===== config.mk =====
export PLATFORM = sky130hd
export DESIGN_NAME = rsp_serial_port
export DESIGN_NICKNAME = d
export VERILOG_FILES = /design/src/hw/rsp_pkg.sv /design/src/hw/rsp_serial_port.sv /design/src/hw/rsp_uart_lane.sv
export VERILOG_INCLUDE_DIRS = /design/src /design/src/hw
export SDC_FILE = /design/constraint.sdc
export NUM_CORES = 1
export LEC_CHECK = 0
export BUFFER_PORTS_ARGS = -buffer_cell sky130_fd_sc_hd__buf_2
export CAP_MARGIN = 10
export CORE_MARGIN = 2
export CORE_UTILIZATION = 55
export CTS_BUF_LIST = sky130_fd_sc_hd__clkbuf_8
export DETAILED_ROUTE_END_ITERATION = 7
export PLACE_DENSITY = 0.77
export SLEW_MARGIN = 20
export SYNTH_ARGS = -nofsm -noshare
export SYNTH_HDL_FRONTEND = slang
export SYNTH_SLANG_ARGS = --single-unit

===== constraint.sdc =====
create_clock -name aclk -period 2.6 [get_ports aclk]
set_clock_uncertainty 0.15 [all_clocks]
set_input_delay 0.26 -clock aclk [delete_from_list [all_inputs] [get_ports aclk]]
set_output_delay 0.26 -clock aclk [all_outputs]
set_load 0.05 [all_outputs]

===== src/hw/rsp_defines.svh =====
`ifndef RSP_DEFINES_SVH
`define RSP_DEFINES_SVH
`define RSP_CLK_HZ 25000000
`define RSP_OFF_CTRL 8'h00
`define RSP_OFF_STAT 8'h04
`define RSP_OFF_MASK 8'h08
`define RSP_OFF_TXD 8'h0c
`define RSP_OFF_RXD 8'h10
`define RSP_OFF_LDR_TXD 8'h14
`define RSP_OFF_LDR_RXD 8'h18
`define RSP_OFF_INFO 8'h1c
`define RSP_CTRL_RATE_LSB 0
`define RSP_CTRL_PAR_LSB 4
`define RSP_CTRL_STOP2_BIT 6
`define RSP_CTRL_WAIT_LSB 8
`define RSP_CTRL_REQ_OK_BIT 16
`define RSP_CTRL_REQ_BAD_BIT 17
`define RSP_CTRL_RESET 32'h0000_1442
`define RSP_WAIT_MIN_MS 5
`define RSP_WAIT_MAX_MS 99
`define RSP_WAIT_DEF_MS 20
`define RSP_ADDR_MAX 31
`define RSP_LED_PERIOD_MS 1000
`define RSP_LED_TIME_S 5
`define RSP_MS_CYCLES (`RSP_CLK_HZ / 1000)
`define RSP_LOADER_BAUD 9600
`define RSP_ST_RX 0
`define RSP_ST_TXDONE 1
`define RSP_ST_PERR 2
`define RSP_ST_FERR 3
`define RSP_ST_LDR_RX 4
`define RSP_ST_LDR_TXDONE 5
`endif


===== src/hw/rsp_pkg.sv =====
package rsp_pkg;
  typedef enum logic [2:0] {
    RSP_B2400 = 3'h0, RSP_B4800 = 3'h1, RSP_B9600 = 3'h2, RSP_B19200 = 3'h3, RSP_B38400 = 3'h4
  } rsp_rate_type;
  typedef enum logic [1:0] {RSP_PAR_NONE = 2'h0, RSP_PAR_EVEN = 2'h1, RSP_PAR_ODD = 2'h2} rsp_par_type;
  typedef enum logic [2:0] {
    RSP_IDLE = 3'h0, RSP_START = 3'h1, RSP_DATA = 3'h3, RSP_PARITY = 3'h2, RSP_STOP = 3'h6
  } rsp_ser_type;
endpackage


===== src/hw/rsp_serial_port.sv =====
`timescale 1ns/1ps
`include "rsp_defines.svh"
// Summary of operation
// Answer only requests carrying own unit address, range 01 to 31.
// Address 00 disables all communication; bus never driven. Code gates only the RS-485 port; the loader port stays active.
// Address is units switch plus group offset switch; defaults 1 and +0.
// Master must keep slave addresses unique on one line.
// Main port rates 2400 to 38400; default 9600.
// New rate takes effect only after next power-on. Code resets ctrl at the same reset, so the captured rate is always 9600.
// At power-on blink the rate LED for 5 s at 1 s intervals.
// Loader port fixed at 9600 bps.
// Parity bit sent and checked when enabled; none by default.
// Even or odd parity counts ones over data plus parity.
// One or two stop bits; two by default.
// Reply waits the response delay, 5 to 99 ms, default 20.
// Start bit, eight data bits LSB first, parity, stop bits.
// Frames with parity, framing or check errors get no reply.
module rsp_serial_port (
  input wire logic aclk,
  input wire logic aresetn,
  input wire logic [3:0] address_units_switch,
  input wire logic [1:0] address_group_switch,
  input wire logic rs485_rx,
  output logic rs485_tx,
  output logic rs485_de,
  input wire logic loader_rx,
  output logic loader_tx,
  output logic [3:0] rate_led,
  output logic irq,
  input wire logic [7:0] s_axi_awaddr,
  input wire logic s_axi_awvalid,
  output logic s_axi_awready,
  input wire logic [31:0] s_axi_wdata,
  input wire logic [3:0] s_axi_wstrb,
  input wire logic s_axi_wvalid,
  output logic s_axi_wready,
  output logic [1:0] s_axi_bresp,
  output logic s_axi_bvalid,
  input wire logic s_axi_bready,
  input wire logic [7:0] s_axi_araddr,
  input wire logic s_axi_arvalid,
  output logic s_axi_arready,
  output logic [31:0] s_axi_rdata,
  output logic [1:0] s_axi_rresp,
  output logic s_axi_rvalid,
  input wire logic s_axi_rready
);
  import rsp_pkg::*;
  localparam int unsigned MS_CYC = `RSP_MS_CYCLES;
  localparam logic [15:0] LDR_DIV = 16'((`RSP_CLK_HZ + `RSP_LOADER_BAUD / 2) / `RSP_LOADER_BAUD - 1);
  logic [31:0] ctrl_q;
  logic [5:0] stat_q, mask_q;
  rsp_rate_type rate_q;
  logic [5:0] addr_q;
  logic [7:0] txd_q, ldr_txd_q, rxd_q, ldr_rxd_q;
  logic tx_go_q, ldr_go_q;
  logic [15:0] div_q;
  logic [5:0] ev;
  logic tx_busy, tx_done, tx_line, rx_valid, rx_perr, rx_ferr;
  logic ldr_busy, ldr_done, ldr_line, ldr_valid, ldr_perr, ldr_ferr;
  logic [7:0] rx_byte, ldr_byte;
  logic boot_q;
  // Power-on capture of rate and address
  always_ff @(posedge aclk) begin
    if (!aresetn) begin
      boot_q <= 1'b1;
      rate_q <= RSP_B9600;
      addr_q <= 6'h00;
      div_q <= 16'h0000;
    end else if (boot_q) begin
      boot_q <= 1'b0;
      rate_q <= rsp_rate_type'(ctrl_q[`RSP_CTRL_RATE_LSB +: 3]);
      addr_q <= {address_group_switch, 4'h0} + {2'h0, address_units_switch};
      case (rsp_rate_type'(ctrl_q[`RSP_CTRL_RATE_LSB +: 3]))
        RSP_B2400: div_q <= 16'(`RSP_CLK_HZ / 2400 - 1);
        RSP_B4800: div_q <= 16'(`RSP_CLK_HZ / 4800 - 1);
        RSP_B19200: div_q <= 16'(`RSP_CLK_HZ / 19200 - 1);
        RSP_B38400: div_q <= 16'(`RSP_CLK_HZ / 38400 - 1);
        default: div_q <= 16'(`RSP_CLK_HZ / 9600 - 1);
      endcase
    end
  end
  wire addr_ok = (addr_q != 6'h00) && (addr_q <= 6'(`RSP_ADDR_MAX));
  rsp_par_type par;
  assign par = rsp_par_type'(ctrl_q[`RSP_CTRL_PAR_LSB +: 2]);
  rsp_uart_lane u_main (
    .aclk(aclk), .aresetn(aresetn), .bit_div(div_q), .par(par), .stop2(ctrl_q[`RSP_CTRL_STOP2_BIT]),
    .tx_go(tx_go_q), .tx_byte(txd_q), .tx_busy(tx_busy), .tx_done(tx_done), .tx_line(tx_line),
    .rx_line(rs485_rx | !addr_ok), .rx_valid(rx_valid), .rx_byte(rx_byte), .rx_perr(rx_perr), .rx_ferr(rx_ferr)
  );
  rsp_uart_lane u_loader (
    .aclk(aclk), .aresetn(aresetn), .bit_div(LDR_DIV), .par(RSP_PAR_NONE), .stop2(1'b0),
    .tx_go(ldr_go_q), .tx_byte(ldr_txd_q), .tx_busy(ldr_busy), .tx_done(ldr_done), .tx_line(ldr_line),
    .rx_line(loader_rx), .rx_valid(ldr_valid), .rx_byte(ldr_byte), .rx_perr(ldr_perr), .rx_ferr(ldr_ferr)
  );
  // Request verdict and response delay
  logic armed_q;
  logic [6:0] wait_ms_q;
  logic [15:0] ms_cnt_q;
  wire [6:0] wait_cfg = ctrl_q[`RSP_CTRL_WAIT_LSB +: 7];
  wire [6:0] wait_lim = (wait_cfg < 7'(`RSP_WAIT_MIN_MS)) ? 7'(`RSP_WAIT_MIN_MS) :
                        (wait_cfg > 7'(`RSP_WAIT_MAX_MS)) ? 7'(`RSP_WAIT_MAX_MS) : wait_cfg;
  logic bad_q;
  wire req_ok, req_bad, aw_take, w_take;
  always_ff @(posedge aclk) begin
    if (!aresetn) begin
      bad_q <= 1'b0;
    end else if (rx_valid && (rx_perr || rx_ferr)) begin
      bad_q <= 1'b1;
    end else if (req_ok || req_bad) begin
      bad_q <= 1'b0;
    end
  end
  always_ff @(posedge aclk) begin
    if (!aresetn) begin
      armed_q <= 1'b0;
      wait_ms_q <= 7'h00;
      ms_cnt_q <= 16'h0000;
    end else if (req_ok && !bad_q && addr_ok) begin
      armed_q <= 1'b1;
      wait_ms_q <= wait_lim;
      ms_cnt_q <= 16'(MS_CYC - 1);
    end else if (req_bad) begin
      armed_q <= 1'b0;
    end else if (armed_q && wait_ms_q != 7'h00) begin
      if (ms_cnt_q == 16'h0000) begin
        ms_cnt_q <= 16'(MS_CYC - 1);
        wait_ms_q <= wait_ms_q - 7'h01;
      end else begin
        ms_cnt_q <= ms_cnt_q - 16'h0001;
      end
    end
  end
  wire may_send = armed_q && (wait_ms_q == 7'h00) && addr_ok;
  // Driver enable and line outputs
  always_ff @(posedge aclk) begin
    if (!aresetn) begin
      rs485_tx <= 1'b1;
      rs485_de <= 1'b0;
      loader_tx <= 1'b1;
    end else begin
      rs485_tx <= tx_line | !addr_ok;
      rs485_de <= tx_busy && addr_ok;
      loader_tx <= ldr_line;
    end
  end
  // Power-on rate LED blink
  logic [9:0] led_ms_q;
  logic [15:0] led_cyc_q;
  logic [3:0] led_s_q;
  logic led_on_q;
  always_ff @(posedge aclk) begin
    if (!aresetn) begin
      led_ms_q <= 10'h000;
      led_cyc_q <= 16'h0000;
      led_s_q <= 4'h0;
      led_on_q <= 1'b1;
      rate_led <= 4'h0;
    end else begin
      if (led_s_q < 4'(`RSP_LED_TIME_S)) begin
        if (led_cyc_q == 16'(MS_CYC - 1)) begin
          led_cyc_q <= 16'h0000;
          if (led_ms_q == 10'(`RSP_LED_PERIOD_MS / 2 - 1)) begin
            led_ms_q <= 10'h000;
            led_on_q <= !led_on_q;
            if (!led_on_q) begin
              led_s_q <= led_s_q + 4'h1;
            end
          end else begin
            led_ms_q <= led_ms_q + 10'h001;
          end
        end else begin
          led_cyc_q <= led_cyc_q + 16'h0001;
        end
      end
      rate_led <= 4'h0;
      if (!boot_q && led_s_q < 4'(`RSP_LED_TIME_S) && led_on_q) begin
        case (rate_q)
          RSP_B4800: rate_led <= 4'h1;
          RSP_B9600: rate_led <= 4'h2;
          RSP_B19200: rate_led <= 4'h4;
          RSP_B38400: rate_led <= 4'h8;
          default: rate_led <= 4'h0;
        endcase
      end
    end
  end
  // AXI4-Lite write channel
  logic aw_hold_q, w_hold_q;
  logic [7:0] waddr_q;
  logic [31:0] wdata_q;
  logic [3:0] wstrb_q;
  assign aw_take = s_axi_awvalid && s_axi_awready;
  assign w_take = s_axi_wvalid && s_axi_wready;
  wire do_wr = aw_hold_q && w_hold_q && !s_axi_bvalid;
  wire [31:0] wmask = {{8{wstrb_q[3]}}, {8{wstrb_q[2]}}, {8{wstrb_q[1]}}, {8{wstrb_q[0]}}};
  assign req_ok = do_wr && waddr_q == `RSP_OFF_CTRL && wstrb_q[2] && wdata_q[`RSP_CTRL_REQ_OK_BIT];
  assign req_bad = do_wr && waddr_q == `RSP_OFF_CTRL && wstrb_q[2] && wdata_q[`RSP_CTRL_REQ_BAD_BIT];
  always_ff @(posedge aclk) begin
    if (!aresetn) begin
      aw_hold_q <= 1'b0;
      w_hold_q <= 1'b0;
      waddr_q <= 8'h00;
      wdata_q <= 32'h0000_0000;
      wstrb_q <= 4'h0;
      s_axi_awready <= 1'b0;
      s_axi_wready <= 1'b0;
      s_axi_bvalid <= 1'b0;
      s_axi_bresp <= 2'h0;
    end else begin
      s_axi_awready <= !aw_hold_q && !aw_take && !s_axi_bvalid;
      s_axi_wready <= !w_hold_q && !w_take && !s_axi_bvalid;
      if (aw_take) begin
        aw_hold_q <= 1'b1;
        waddr_q <= s_axi_awaddr;
      end
      if (w_take) begin
        w_hold_q <= 1'b1;
        wdata_q <= s_axi_wdata;
        wstrb_q <= s_axi_wstrb;
      end
      if (do_wr) begin
        aw_hold_q <= 1'b0;
        w_hold_q <= 1'b0;
        s_axi_bvalid <= 1'b1;
        s_axi_bresp <= (waddr_q[1:0] == 2'h0 && waddr_q <= `RSP_OFF_INFO) ? 2'h0 : 2'h2;
      end else if (s_axi_bvalid && s_axi_bready) begin
        s_axi_bvalid <= 1'b0;
      end
    end
  end
  // Registers and interrupt status
  assign ev = {ldr_done, ldr_valid, rx_valid && rx_ferr, rx_valid && rx_perr, tx_done, rx_valid && !rx_perr && !rx_ferr};
  always_ff @(posedge aclk) begin
    tx_go_q <= 1'b0;
    ldr_go_q <= 1'b0;
    if (!aresetn) begin
      ctrl_q <= `RSP_CTRL_RESET;
      stat_q <= 6'h00;
      mask_q <= 6'h00;
      txd_q <= 8'h00;
      ldr_txd_q <= 8'h00;
      rxd_q <= 8'h00;
      ldr_rxd_q <= 8'h00;
      irq <= 1'b0;
    end else begin
      if (rx_valid) begin
        rxd_q <= rx_byte;
      end
      if (ldr_valid) begin
        ldr_rxd_q <= ldr_byte;
      end
      if (do_wr && waddr_q == `RSP_OFF_CTRL) begin
        ctrl_q <= ((ctrl_q & ~wmask) | (wdata_q & wmask)) & 32'h0000_7f77;
      end
      if (do_wr && waddr_q == `RSP_OFF_MASK && wstrb_q[0]) begin
        mask_q <= wdata_q[5:0];
      end
      if (do_wr && waddr_q == `RSP_OFF_TXD && wstrb_q[0] && may_send && !tx_busy) begin
        txd_q <= wdata_q[7:0];
        tx_go_q <= 1'b1;
      end
      if (do_wr && waddr_q == `RSP_OFF_LDR_TXD && wstrb_q[0] && !ldr_busy) begin
        ldr_txd_q <= wdata_q[7:0];
        ldr_go_q <= 1'b1;
      end
      if (do_wr && waddr_q == `RSP_OFF_STAT && wstrb_q[0]) begin
        stat_q <= (stat_q & ~wdata_q[5:0]) | ev;
      end else begin
        stat_q <= stat_q | ev;
      end
      irq <= |(stat_q & mask_q);
    end
  end
  // AXI4-Lite read channel
  always_ff @(posedge aclk) begin
    if (!aresetn) begin
      s_axi_arready <= 1'b0;
      s_axi_rvalid <= 1'b0;
      s_axi_rdata <= 32'h0000_0000;
      s_axi_rresp <= 2'h0;
    end else begin
      s_axi_arready <= !s_axi_rvalid && !(s_axi_arvalid && s_axi_arready);
      if (s_axi_arvalid && s_axi_arready) begin
        s_axi_rvalid <= 1'b1;
        s_axi_rresp <= 2'h0;
        if (s_axi_araddr == `RSP_OFF_CTRL) begin
          s_axi_rdata <= ctrl_q;
        end else if (s_axi_araddr == `RSP_OFF_STAT) begin
          s_axi_rdata <= {26'h0, stat_q};
        end else if (s_axi_araddr == `RSP_OFF_MASK) begin
          s_axi_rdata <= {26'h0, mask_q};
        end else if (s_axi_araddr == `RSP_OFF_TXD) begin
          s_axi_rdata <= {22'h0, may_send, tx_busy, txd_q};
        end else if (s_axi_araddr == `RSP_OFF_RXD) begin
          s_axi_rdata <= {24'h0, rxd_q};
        end else if (s_axi_araddr == `RSP_OFF_LDR_TXD) begin
          s_axi_rdata <= {23'h0, ldr_busy, ldr_txd_q};
        end else if (s_axi_araddr == `RSP_OFF_LDR_RXD) begin
          s_axi_rdata <= {24'h0, ldr_rxd_q};
        end else if (s_axi_araddr == `RSP_OFF_INFO) begin
          s_axi_rdata <= {20'h0, armed_q, addr_ok, rate_q, 2'h0, addr_q[4:0]};
        end else begin
          s_axi_rdata <= 32'h0000_0000;
          s_axi_rresp <= 2'h2;
        end
      end else if (s_axi_rvalid && s_axi_rready) begin
        s_axi_rvalid <= 1'b0;
      end
    end
  end
endmodule


===== src/hw/rsp_uart_lane.sv =====
`timescale 1ns/1ps
`include "rsp_defines.svh"
module rsp_uart_lane (
  input wire logic aclk,
  input wire logic aresetn,
  input wire logic [15:0] bit_div,
  input wire rsp_pkg::rsp_par_type par,
  input wire logic stop2,
  input wire logic tx_go,
  input wire logic [7:0] tx_byte,
  output logic tx_busy,
  output logic tx_done,
  output logic tx_line,
  input wire logic rx_line,
  output logic rx_valid,
  output logic [7:0] rx_byte,
  output logic rx_perr,
  output logic rx_ferr
);
  import rsp_pkg::*;
  rsp_ser_type tst_q, rst_q;
  logic [15:0] tcnt_q, rcnt_q;
  logic [3:0] tbit_q, rbit_q;
  logic [7:0] tsh_q, rsh_q;
  logic rpar_q;
  wire tick_t = (tcnt_q == 16'h0000);
  wire tx_par = ^tx_byte ^ (par == RSP_PAR_ODD);
  always_ff @(posedge aclk) begin
    tx_done <= 1'b0;
    if (!aresetn) begin
      tst_q <= RSP_IDLE;
      tx_line <= 1'b1;
      tx_busy <= 1'b0;
      tcnt_q <= 16'h0000;
      tbit_q <= 4'h0;
      tsh_q <= 8'h00;
    end else if (tst_q == RSP_IDLE) begin
      tx_line <= 1'b1;
      if (tx_go) begin
        tst_q <= RSP_START;
        tx_busy <= 1'b1;
        tsh_q <= tx_byte;
        tx_line <= 1'b0;
        tcnt_q <= bit_div;
        tbit_q <= 4'h0;
        tx_done <= 1'b0;
        if (par != RSP_PAR_NONE) begin
          tbit_q[3] <= tx_par;
        end
      end
    end else if (!tick_t) begin
      tcnt_q <= tcnt_q - 16'h0001;
    end else begin
      tcnt_q <= bit_div;
      case (tst_q)
        RSP_START: begin
          tst_q <= RSP_DATA;
          tx_line <= tsh_q[0];
          tsh_q <= {1'b0, tsh_q[7:1]};
          tbit_q[2:0] <= 3'h1;
        end
        RSP_DATA: begin
          if (tbit_q[2:0] == 3'h0) begin
            if (par != RSP_PAR_NONE) begin
              tst_q <= RSP_PARITY;
              tx_line <= tbit_q[3];
            end else begin
              tst_q <= RSP_STOP;
              tx_line <= 1'b1;
              tbit_q[2:0] <= {2'h0, stop2};
            end
          end else begin
            tx_line <= tsh_q[0];
            tsh_q <= {1'b0, tsh_q[7:1]};
            tbit_q[2:0] <= tbit_q[2:0] + 3'h1;
          end
        end
        RSP_PARITY: begin
          tst_q <= RSP_STOP;
          tx_line <= 1'b1;
          tbit_q[2:0] <= {2'h0, stop2};
        end
        default: begin
          if (tbit_q[2:0] == 3'h0) begin
            tst_q <= RSP_IDLE;
            tx_busy <= 1'b0;
            tx_done <= 1'b1;
          end else begin
            tbit_q[2:0] <= 3'h0;
          end
        end
      endcase
    end
  end
  wire tick_r = (rcnt_q == 16'h0000);
  always_ff @(posedge aclk) begin
    rx_valid <= 1'b0;
    if (!aresetn) begin
      rst_q <= RSP_IDLE;
      rcnt_q <= 16'h0000;
      rbit_q <= 4'h0;
      rsh_q <= 8'h00;
      rpar_q <= 1'b0;
      rx_byte <= 8'h00;
      rx_perr <= 1'b0;
      rx_ferr <= 1'b0;
    end else if (rst_q == RSP_IDLE) begin
      if (!rx_line) begin
        rst_q <= RSP_START;
        rcnt_q <= {1'b0, bit_div[15:1]};
      end
    end else if (!tick_r) begin
      rcnt_q <= rcnt_q - 16'h0001;
    end else begin
      rcnt_q <= bit_div;
      case (rst_q)
        RSP_START: begin
          if (rx_line) begin
            rst_q <= RSP_IDLE;
          end else begin
            rst_q <= RSP_DATA;
            rbit_q <= 4'h0;
          end
        end
        RSP_DATA: begin
          rsh_q <= {rx_line, rsh_q[7:1]};
          rbit_q <= rbit_q + 4'h1;
          if (rbit_q == 4'h7) begin
            rst_q <= (par != RSP_PAR_NONE) ? RSP_PARITY : RSP_STOP;
          end
        end
        RSP_PARITY: begin
          rpar_q <= rx_line;
          rst_q <= RSP_STOP;
        end
        default: begin
          rst_q <= RSP_IDLE;
          rx_valid <= 1'b1;
          rx_byte <= rsh_q;
          rx_ferr <= !rx_line;
          rx_perr <= (par != RSP_PAR_NONE) && ((^rsh_q ^ rpar_q) != (par == RSP_PAR_ODD));
        end
      endcase
    end
  end
endmodule


==> metrics.md <==
| Metric | Value |
|---|---|
| Post-route ant nets | `0` |
| # Max-Cap Violations | `0` |
| Hpwl dp | `around 29,000 microns` |
| Fmax | `393 MHz` |
| Vias | `between 15,000 and 20,000` |
| Final core utilization | `0.655` |
| Power Total | `15.5 mW` |
| Cell Pwr Density | `around 800 mW/mm^2` |
| Layout Cells excl Fill | `between 2,000 and 3,000` |
| Register area share after synthesis | `0.424` |
| Die width | `176 microns` |
| DRT iter0 DRCs | `~1,300` |
| Routability congestion estimate | `between 0.9 and 1` |
| Largest net degree at the start of global routing | `58` |
| CTS Buf Count | `between 50 and 60` |
| Final setup viols | `0` |
| Vias in the first global route | `around 15,000` |
| Most common cell after layout, fill and taps aside | `dfxtp_1` |
| Worst setup margin | `about 57 ps` |
| Avg WL per Cell | `~17 microns` |
| Die H | `between 150 and 200 microns` |
| CP Data Required Time | `2920 ps` |
| Clock Pin Slew Worst Setup and Hold Paths | `around 70 ps` |
| Mapped Avg Cell Area | `about 8.4 sq um` |
| First-pass GRT wire length | `~70,000 microns` |
| Area delta synth->final | `17.9%` |
| Die Area | `between 0.03 and 0.04 sq mm` |
| CP startpoint kind | `register` |
| Arr. time, crit path | `2860 ps` |
| Status | `finished, final reports clean` |
| Max VDD drop | `a little over 0.0005 V` |
| Cells after Synth | `between 1,500 and 2,000` |
| Final worst path period share | `0.978` |
| Fraction of registers with async set/reset | `0` |
| TritonRoute pass-1 iters | `6` |
| Max-Slew Margin vs Limit | `0.461` |
| Yosys reg bits | `346` |
| Maximum clock insertion buffer count | `3` |
| Starting Density | `0.556` |
| Crit path cell chain | `or4_4 -> or4_4 -> or4_4 -> buf_4 -> nand4b_1 -> o211ai_1` |
| Synth cell types | `just under 80` |
| Worst hold path class | `input pin to register` |
| WP buf/inv | `1` |
| Root Driver | `clkbuf_8` |
| GRT Util Overall | `0.275` |
| Site Rows | `63` |
| Critical path's largest stage delay | `approximately 570 ps` |
| WS Path Type | `register to register` |
| Nets | `around 2,200` |
| Port bufs | `80` |
| Commonest non-fill, non-tap cells in the layout | `345 x dfxtp_1, 229 x nand2_1, 202 x nor2_1` |
| Main synth FF type | `dfxtp_1` |
| Cell family with the largest share of critical-path delay | `simple AND/OR/NAND/NOR gates` |
| Number of synthesized flops with an enable pin | `0` |
| H-tree Lvls | `2` |
| Critical path's slowest cell | `or4_4` |
| Drc violations | `0` |
| Tmin final | `~2500 ps` |
| Worst skew pair latency | `approximately 600 ps` |
| Fraction of layout cells with a size suffix above 1 | `0.149` |
| Slew Limit Fails | `0` |
| Via/cell ratio | `approximately 6.0` |
| Final hold vios | `0` |
| Yosys Warn Count | `0` |
| ANT cells | `0` |
| Clk sinks | `~350` |
| Synthesized area | `0.0163 sq mm` |
| Worst-margin pin slew | `808 ps` |
| Pre-CTS setup slack | `-4.82 ps` |
| DRT Wirelength | `around 44,000 microns` |
| Core area | `~0.029 sq mm` |
| Crit. End Element | `register` |
| Global route overflow | `0` |
| CTS tree | `built` |
| Most frequent CP cell | `or4_4` |
| DP Cell Count | `approximately 2,400` |
| P_leak | `about 7.6 nW` |
| Ports | `116` |
| Initial antenna violation count | `0` |
| CP max FO | `9` |
| FILL cells | `2,389` |
## power by group
part	switching (mW)	internal, mW
clock network	2.19	2.99
registers	0.373	5.61
logic	2.49	1.80
## what timing repair did
action,CTS,global route
endpoints found under the setup margin,8,31
buffers inserted,0,4
hold endpoints to repair,45,0
hold buffers,47,0
pin swaps,0,2
gates cloned,0,0
resized for setup,1,17
## cells in the mapped netlist, types with 6 or more instances
master,instances,share of area
a211o_1,9,0.0048
a211oi_1,13,0.0060
a21o_1,8,0.0037
a21oi_1,173,0.053
a22oi_1,17,0.0078
a311oi_1,18,0.0097
a31oi_1,28,0.011
a32o_1,8,0.0049
and2_1,10,0.0038
and3_1,15,0.0057
and4_1,10,0.0054
buf_1,7,0.0016
buf_4,19,0.0087
clkbuf_1,108,0.025
dfxtp_1,346,0.42
ha_1,22,0.017
inv_1,45,0.010
mux2_2,7,0.0048
mux2i_1,85,0.052
mux4_2,6,0.0083
nand2_1,229,0.053
nand2b_1,15,0.0057
nand3_1,74,0.023
nand3b_1,8,0.0037
nand4_1,31,0.012
nor2_1,202,0.046
nor2b_1,12,0.0046
nor3_1,48,0.015
nor3b_1,12,0.0055
nor4_1,38,0.015
nor4b_1,8,0.0043
o211a_1,7,0.0043
o211ai_1,8,0.0037
o21ai_0,82,0.025
o22ai_1,8,0.0031
o31a_1,8,0.0043
o31ai_1,12,0.0055
or2_2,6,0.0023
or3_1,24,0.0092
or4_1,23,0.011
xnor2_1,34,0.018
xor2_1,30,0.016
## worst register-to-register path, cell delays in order, from the launching register on
cell	delay [ps]
dfxtp_1	320
or4_4	550
or4_4	450
or4_4	570
buf_4	190
nand4b_1	100
o211ai_1	90
## per-layer routing
metal / routed length (microns) / share of wire / vias up / global-route usage
li1: - / - / 7346 / -
met1: 18900 / 0.43 / 7239 / 0.356
met2: 20300 / 0.47 / 589 / 0.451
met3: 2930 / 0.067 / 120 / 0.0510
met4: 1520 / 0.035 / 0 / 0.115
met5: 0 / 0 / - / 0
## final cells by class
type,instances,area (sq um),share of cell area
Clock buffer,72,991,0.0515
Clock inverter,32,275,0.0143
Inverter,46,178,0.00923
Multi-Input combinational cell,1440,8800,0.457
Sequential cell,346,6930,0.360
Tap cell,390,488,0.0253
Timing Repair Buffer,223,1600,0.0830
## worst paths after layout
check	from	depth (start not counted)	slack (ps)	endpoint
worst min-delay path	s_axi_arvalid	3	110	s_axi_arready
worst max register to register	waddr_q[4]	6	60	wait_ms_q[1]
worst min register to register	s_axi_rvalid	1	290	s_axi_arready
worst max-delay path	waddr_q[4]	6	60	wait_ms_q[1]
## kinds of logic after synthesis
family,after synthesis,synth area share
adder cells (fa/ha/maj),22,0.0169
AND/OR/NAND/NOR,788,0.238
XOR/XNOR,65,0.0357
buffers and inverters,185,0.0476
other,1,0.000230
flip-flops,346,0.424
multiplexers,98,0.0652
AO/OA/AOI/OAI,448,0.172
## metrics by stage
step	setup TNS (ps)	cell area (sq um)	hold slack [ps]
after detailed placement	-4.82	17400	288
final	0	19300	112
after floorplan	0	16400	246
after CTS	0	19100	50.2
after global placement	0	17400	267
after global routing	-14.7	19300	118
## registers in the layout, summed over array words and instances (netlist names), 10 cells and up, named ones only
signal	count
u_main.rcnt_q	16
u_main.tcnt_q	16
ms_cnt_q	16
u_loader.rcnt_q	16
s_axi_rdata	15
u_loader.tcnt_q	16
led_ms_q	10
div_q	11
led_cyc_q	16
wdata_q	17
Note: power is estimated with default switching activity, not from simulation.
